## config.mk

```make
export PLATFORM = sky130hd
export DESIGN_NAME = otgpc_port_control
export DESIGN_NICKNAME = d
export VERILOG_FILES = /design/src/shared/otgpc_pkg.sv /design/src/logic/otgpc_port_control.sv
export SDC_FILE = /design/constraint.sdc
export NUM_CORES = 1
export LEC_CHECK = 0
export BUFFER_PORTS_ARGS = -buffer_cell sky130_fd_sc_hd__buf_4
export CAP_MARGIN = 20
export CORE_MARGIN = 2
export CORE_UTILIZATION = 40
export DETAILED_ROUTE_END_ITERATION = 10
export GPL_TIMING_DRIVEN = 0
export PLACE_DENSITY = 0.82
export SLEW_MARGIN = 30
export SYNTH_ARGS = -nofsm -noshare
export SYNTH_HDL_FRONTEND = slang
export SYNTH_SLANG_ARGS = --single-unit
```

## constraint.sdc

```tcl
create_clock -name clock -period 1.8 [get_ports clock]
set_clock_uncertainty 0.05 [all_clocks]
set_input_delay 0.09 -clock clock [delete_from_list [all_inputs] [get_ports clock]]
set_output_delay 0.09 -clock clock [all_outputs]
set_load 0.005 [all_outputs]
```

## src/shared/otgpc_pkg.sv

```systemverilog
// otg port control register bank: addresses, field positions, reset values, types
// assumes a 16-bit plain register port and one 100 MHz clock
package otgpc_pkg;

    ////////////////////////////////////////////////////////////////////////////
    // address map
    localparam logic [15:0] OTGPC_ADDR_CTRL = 16'hc098;
    localparam logic [15:0] OTGPC_ADDR_EVT  = 16'hc09a;
    localparam logic [15:0] OTGPC_ADDR_MASK = 16'hc09c;

    ////////////////////////////////////////////////////////////////////////////
    // control/status word field positions
    localparam int OTGPC_BIT_VBUS_PU  = 13;
    localparam int OTGPC_BIT_RX_PD    = 12;
    localparam int OTGPC_BIT_CPUMP    = 11;
    localparam int OTGPC_BIT_VBUS_DIS = 10;
    localparam int OTGPC_BIT_DP_PU    = 9;
    localparam int OTGPC_BIT_DM_PU    = 8;
    localparam int OTGPC_BIT_DP_PD    = 7;
    localparam int OTGPC_BIT_DM_PD    = 6;
    localparam int OTGPC_BIT_VBUS_LVL = 2;
    localparam int OTGPC_BIT_ID       = 1;
    localparam int OTGPC_BIT_VALID    = 0;

    // event and mask registers: bit 2 vbus level change, 1 id change, 0 valid change
    localparam int OTGPC_EVT_W = 3;

    ////////////////////////////////////////////////////////////////////////////
    // reset values
    localparam logic [15:0]            OTGPC_CTRL_RST = 16'h0000;
    localparam logic [OTGPC_EVT_W-1:0] OTGPC_EVT_RST  = 3'h0;
    localparam logic [OTGPC_EVT_W-1:0] OTGPC_MASK_RST = 3'h0;
    localparam logic [15:0]            OTGPC_RD_NONE  = 16'h0000;

    ////////////////////////////////////////////////////////////////////////////
    // types
    typedef struct packed {
        logic vbusPullUp;
        logic rxPowerDown;
        logic chargePump;
        logic vbusDischarge;
        logic dpPullUp;
        logic dmPullUp;
        logic dpPullDown;
        logic dmPullDown;
    } otgpc_ctrl_t;

    typedef struct packed {
        logic vbusLevel;
        logic idFloat;
        logic vbusValid;
    } otgpc_stat_t;

    typedef struct packed {
        logic [15:0] addr;
        logic [15:0] wrData;
        logic        wrStrobe;
        logic        rdStrobe;
    } otgpc_bus_t;

    localparam otgpc_ctrl_t OTGPC_CTRL_OFF = otgpc_ctrl_t'(8'h00);

endpackage

```

## src/logic/otgpc_port_control.sv

```systemverilog
// otg port control and status register with change interrupt
// assumes inputs synchronous to clock except the three analog status levels
`timescale 1ns/1ps
module otgpc_port_control (
    // clock and reset
    input  wire logic                  clock,
    input  wire logic                  srst,
    // register port
    input  wire otgpc_pkg::otgpc_bus_t bus,
    output      logic [15:0]           rdData,
    // analog port status levels
    input  wire otgpc_pkg::otgpc_stat_t portStat,
    // analog port controls
    output      otgpc_pkg::otgpc_ctrl_t portCtrl,
    // interrupt
    output      logic                  irq
);

    ////////////////////////////////////////////////////////////////////////////
    // packing of the control/status word

    function automatic logic [15:0] packWord(input otgpc_pkg::otgpc_ctrl_t c,
                                             input otgpc_pkg::otgpc_stat_t s);
        logic [15:0] w;
        w = 16'h0000;
        w[otgpc_pkg::OTGPC_BIT_VBUS_PU]  = c.vbusPullUp;
        w[otgpc_pkg::OTGPC_BIT_RX_PD]    = c.rxPowerDown;
        w[otgpc_pkg::OTGPC_BIT_CPUMP]    = c.chargePump;
        w[otgpc_pkg::OTGPC_BIT_VBUS_DIS] = c.vbusDischarge;
        w[otgpc_pkg::OTGPC_BIT_DP_PU]    = c.dpPullUp;
        w[otgpc_pkg::OTGPC_BIT_DM_PU]    = c.dmPullUp;
        w[otgpc_pkg::OTGPC_BIT_DP_PD]    = c.dpPullDown;
        w[otgpc_pkg::OTGPC_BIT_DM_PD]    = c.dmPullDown;
        w[otgpc_pkg::OTGPC_BIT_VBUS_LVL] = s.vbusLevel;
        w[otgpc_pkg::OTGPC_BIT_ID]       = s.idFloat;
        w[otgpc_pkg::OTGPC_BIT_VALID]    = s.vbusValid;
        return w;
    endfunction

    function automatic otgpc_pkg::otgpc_ctrl_t unpackCtrl(input logic [15:0] w);
        otgpc_pkg::otgpc_ctrl_t c;
        c.vbusPullUp    = w[otgpc_pkg::OTGPC_BIT_VBUS_PU];
        c.rxPowerDown   = w[otgpc_pkg::OTGPC_BIT_RX_PD];
        c.chargePump    = w[otgpc_pkg::OTGPC_BIT_CPUMP];
        c.vbusDischarge = w[otgpc_pkg::OTGPC_BIT_VBUS_DIS];
        c.dpPullUp      = w[otgpc_pkg::OTGPC_BIT_DP_PU];
        c.dmPullUp      = w[otgpc_pkg::OTGPC_BIT_DM_PU];
        c.dpPullDown    = w[otgpc_pkg::OTGPC_BIT_DP_PD];
        c.dmPullDown    = w[otgpc_pkg::OTGPC_BIT_DM_PD];
        return c;
    endfunction

    ////////////////////////////////////////////////////////////////////////////
    // declarations

    otgpc_pkg::otgpc_ctrl_t            ctrl_r;
    otgpc_pkg::otgpc_stat_t            syncA_r;
    otgpc_pkg::otgpc_stat_t            syncB_r;
    otgpc_pkg::otgpc_stat_t            statPrev_r;
    logic                              statPrimed_r;
    logic [otgpc_pkg::OTGPC_EVT_W-1:0] evt_r;
    logic [otgpc_pkg::OTGPC_EVT_W-1:0] evt_nxt;
    logic [otgpc_pkg::OTGPC_EVT_W-1:0] mask_r;
    logic [otgpc_pkg::OTGPC_EVT_W-1:0] change;
    logic [15:0]                       rdData_r;
    logic [15:0]                       rdData_nxt;
    logic                              irq_r;
    logic                              wrCtrl;
    logic                              wrEvt;
    logic                              wrMask;

    assign wrCtrl = bus.wrStrobe && (bus.addr == otgpc_pkg::OTGPC_ADDR_CTRL);
    assign wrEvt  = bus.wrStrobe && (bus.addr == otgpc_pkg::OTGPC_ADDR_EVT);
    assign wrMask = bus.wrStrobe && (bus.addr == otgpc_pkg::OTGPC_ADDR_MASK);

    ////////////////////////////////////////////////////////////////////////////
    // control bits; status positions of a write are dropped

    always_ff @(posedge clock) begin
        if (srst) begin
            ctrl_r <= otgpc_pkg::OTGPC_CTRL_OFF;
        end else if (wrCtrl) begin
            ctrl_r <= unpackCtrl(bus.wrData);
        end
    end

    ////////////////////////////////////////////////////////////////////////////
    // status synchroniser; first stage feeds only the second

    always_ff @(posedge clock) begin
        if (srst) begin
            syncA_r <= otgpc_pkg::otgpc_stat_t'(3'h0);
            syncB_r <= otgpc_pkg::otgpc_stat_t'(3'h0);
        end else begin
            syncA_r <= portStat;
            syncB_r <= syncA_r;
        end
    end

    ////////////////////////////////////////////////////////////////////////////
    // change detection; primed flag masks only the first cycle after reset, so a level high during reset still raises its event

    always_ff @(posedge clock) begin
        if (srst) begin
            statPrev_r   <= otgpc_pkg::otgpc_stat_t'(3'h0);
            statPrimed_r <= 1'b0;
        end else begin
            statPrev_r   <= syncB_r;
            statPrimed_r <= 1'b1;
        end
    end

    assign change = statPrimed_r ? (syncB_r ^ statPrev_r) : 3'h0;

    ////////////////////////////////////////////////////////////////////////////
    // sticky events, write one to clear; a new change wins over the clear

    always_comb begin
        evt_nxt = evt_r;
        if (wrEvt) begin
            evt_nxt = evt_nxt & ~bus.wrData[otgpc_pkg::OTGPC_EVT_W-1:0];
        end
        evt_nxt = evt_nxt | change;
    end

    always_ff @(posedge clock) begin
        if (srst) begin
            evt_r <= otgpc_pkg::OTGPC_EVT_RST;
        end else begin
            evt_r <= evt_nxt;
        end
    end

    always_ff @(posedge clock) begin
        if (srst) begin
            mask_r <= otgpc_pkg::OTGPC_MASK_RST;
        end else if (wrMask) begin
            mask_r <= bus.wrData[otgpc_pkg::OTGPC_EVT_W-1:0];
        end
    end

    // registered from next state so irq follows the event in the same cycle
    always_ff @(posedge clock) begin
        if (srst) begin
            irq_r <= 1'b0;
        end else begin
            irq_r <= |(evt_nxt & (wrMask ? bus.wrData[otgpc_pkg::OTGPC_EVT_W-1:0]
                                         : mask_r));
        end
    end

    ////////////////////////////////////////////////////////////////////////////
    // read data; zero outside a read so stale words never linger

    always_comb begin
        rdData_nxt = otgpc_pkg::OTGPC_RD_NONE;
        if (bus.rdStrobe) begin
            case (bus.addr)
                otgpc_pkg::OTGPC_ADDR_CTRL: rdData_nxt = packWord(ctrl_r, syncB_r);
                otgpc_pkg::OTGPC_ADDR_EVT:  rdData_nxt = {13'h0000, evt_r};
                otgpc_pkg::OTGPC_ADDR_MASK: rdData_nxt = {13'h0000, mask_r};
                default:                    rdData_nxt = otgpc_pkg::OTGPC_RD_NONE;
            endcase
        end
    end

    always_ff @(posedge clock) begin
        if (srst) begin
            rdData_r <= otgpc_pkg::OTGPC_RD_NONE;
        end else begin
            rdData_r <= rdData_nxt;
        end
    end

    ////////////////////////////////////////////////////////////////////////////
    // outputs

    assign rdData   = rdData_r;
    assign portCtrl = ctrl_r;
    assign irq      = irq_r;

endmodule // otgpc_port_control

```

==> run_results.csv <==
group,metric,value,unit
timing,worstMarginPinSlew,662,ps
die,fp-row-count,21,
detailed_routing,routed_wl,2700,um
synthesis,yosysTopAreaCell,"dfxtp_1",
synthesis,synth_top_area_share,53.8,%
cts,cts-resized-gates,0,
global_route,met1_usage,16.9,%
critical_path,r2r_setup_slack,500,ps
detailed_routing,drt-initial-drc-count,35,
die,core-area,3280,um2
timing,finalHoldViolCount,0,
detailed_routing,wire_per_inst,10.8,um
cts,numCtsBuffers,5,
synthesis,synth_area_leaders,"dfxtp_1 (54%), mux2i_1 (8.2%), nor2_1 (5.0%), and2_1 (4.7%), nor2b_1 (4.7%)",
final_layout,fin_util,60.1,%
synthesis,avgSynthCellArea,10.4,um2
timing,slew_viol_final,0,
critical_path,worstReg2RegEnd,"irq",
final_layout,drive_above_1_share,35.3,%
detailed_routing,route.antenna.remaining_nets,0,
synthesis,syn_inst,129,
die,die_x,61.9,um
global_route,grt_use_total,15.7,%
synthesis,seq_area_frac_synth,53.8,%
critical_path,crit_path_start_kind,"primary input",
final_layout,final_area,1970,um2
final_layout,nets,243,
critical_path,crit_path_start,"bus[27]",
timing,setup_viol,0,
power_and_ir_drop,p_leak,0.958,nW
cts,cts_setup_buffers,0,
critical_path,cp_data_required_time,1970,ps
die,die_h,61.9,um
cts,cts_tree,"yes",
critical_path,reg2reg_depth,4,
placement,dpl_cell_area,1810,um2
cts,h-tree-depth,2,
min_path,hold_path_class,"primary input to register",
timing,fin_crit_sh,90.2,%
final_layout,stdcell_count,250,
power_and_ir_drop,p_per_area,671,nW/um2
cts,clock_latency,320,ps
critical_path,critical_path_class,"primary input to register",
final_layout,syn2layout_area_growth,47.2,%
global_route,grt_pass1_wl,4320,um
global_route,use_met2,26.9,%
final_layout,diodes,0,
detailed_routing,viasPerCell,4.37,
power_and_ir_drop,peakVddDrop,0.434,mV
timing,fin_setup_tns,0,ps
global_route,top_usage_layer,"met2",
final_layout,mostFrequentLayoutCell,"buf_4",
global_route,grt_remaining_overflow,0,
cts,clock_path_buffers,2,
cts,clk_pin_slew,90,ps
timing,finalWorstPathRequiredPeriod,1620,ps
cts,postCtsHoldBufs,12,
critical_path,end_kind,"register",
die,initial_utilization,40.8,%
cts,cts_root_buffer,"clkbuf_4",
global_route,met3_usage,5.80,%
critical_path,arrival,1790,ps
placement,gp_congestion,0.932,
detailed_routing,vias,1093,
critical_path,worst-path-max-fanout,7,
global_route,grt_max_degree,11,
timing,rsz0062_at_grt,"no",
critical_path,setup.worst_path.end,"irq",
detailed_routing,drc,0,
die,die-area,3830,um2
synthesis,synth_seq_cells,36,
global_route,grt_antenna_before_repair,0,
timing,slew_headroom,55.5,%
cts,clkSinkCount,36,
detailed_routing,dr.pass1.iters,4,
outcome,status,"finished clean",
synthesis,ys_types,31,
final_layout,final_cell_mix,"buf_4 (57), dfxtp_1 (36), nor2_1 (18)",
timing,fmaxAchievable,616,MHz
placement,portBuffers,52,
placement,post-place-ws,-167,ps
die,ios,64,
synthesis,yosysWarnings,0,
placement,hpwl,2020,um
critical_path,reg2reg_from,"syncB_r[1]",
global_route,grt_pass1_vias,1047,
synthesis,netlist_area,1340,um2
placement,dp_cells,231,
run,cap_violations,0,
timing,setup_slack,176,ps
[critical path, cell delays in order]
cell and delay (ps):
buf_4 110, or4_4 520, and4bb_1 280, buf_6 130
nand3_1 80, a31o_2 270, a221o_1 310
[metal layers]
layer / share of wire (%) / routed length [um]
met1: 39 / 1060
met2: 54 / 1450
met3: 4.6 / 123
met4: 2.3 / 63
met5: 0 / 0
[cells in the mapped netlist]
cell type / n
dfxtp_1: 36
and3b_1: 1
nand2_1: 3
xor2_1: 1
a221oi_1: 1
nor4b_1: 1
and4bb_1: 1
nor2b_1: 10
xnor2_1: 2
mux2_2: 1
buf_6: 1
nor2_1: 18
nand4b_1: 1
nor3_1: 1
mux2_1: 1
nand3_1: 4
a31o_1: 1
nor4bb_1: 1
buf_4: 5
inv_1: 2
nand2_4: 1
a21oi_1: 5
a21bo_2: 1
or4_4: 1
a31o_2: 2
mux2i_1: 11
clkbuf_1: 3
and2_1: 10
and2b_2: 1
a221o_1: 1
conb_1: 1
[registers in the layout, indices dropped and copies added, names as in the netlist]
| register | count |
|---|---|
| rdData | 11 |
| portCtrl | 8 |
| evt_r | 3 |
| mask_r | 3 |
| statPrev_r | 3 |
| syncA_r | 3 |
| syncB_r | 3 |
| irq | 1 |
| statPrimed_r | 1 |
[stage by stage]
stage	power (mW)	hold slack [ps]
floorplan	0.880	156
global placement	0.942	255
finish	1.32	25.6
detailed placement	0.946	255
global route	1.39	30.2
CTS	1.34	5.55
[cell type report]
cell class / instances / area [um2]
sequential: 36 / 721
fill: 287 / 1310
clock inverter: 1 / 5.00
timing repair buffer: 64 / 510
buffer: 9 / 60.1
multi-input combinational: 86 / 571
tap: 46 / 57.6
clock buffer: 6 / 41.3
inverter: 2 / 7.51
[where the power goes]
part | switching, mW | internal, mW | total [mW]
Clock | 0.233 | 0.144 | 0.377
Combinational | 0.0441 | 0.0880 | 0.132
Sequential | 0.00684 | 0.809 | 0.816
[kinds of logic (layout without fill, tap and decap cells)]
family,count (synthesis),after routing,synth area share (%)
DFF,36,36,53.8
other,1,5,0.280
xor gates and xnor gates,3,3,1.96
buffers and inverters,11,82,5.04
AOI/OAI and AO/OA,11,11,5.98
and+or+nand+nor,54,54,23.1
muxes,13,13,9.90
[how the worst min path moves through the flow]
stage                     start            to  slack, ps  depth (start not counted)
global placement    portStat[0]    syncA_r[0]        260                          2
floorplan                  srst  statPrimed_r        160                          1
detailed placement  portStat[0]    syncA_r[0]        250                          2
CTS                      bus[4]     mask_r[2]          6                          3
finish                   bus[4]     mask_r[2]         30                          3
global route             bus[4]     mask_r[2]         30                          3
(Power assumes the default switching activity.)
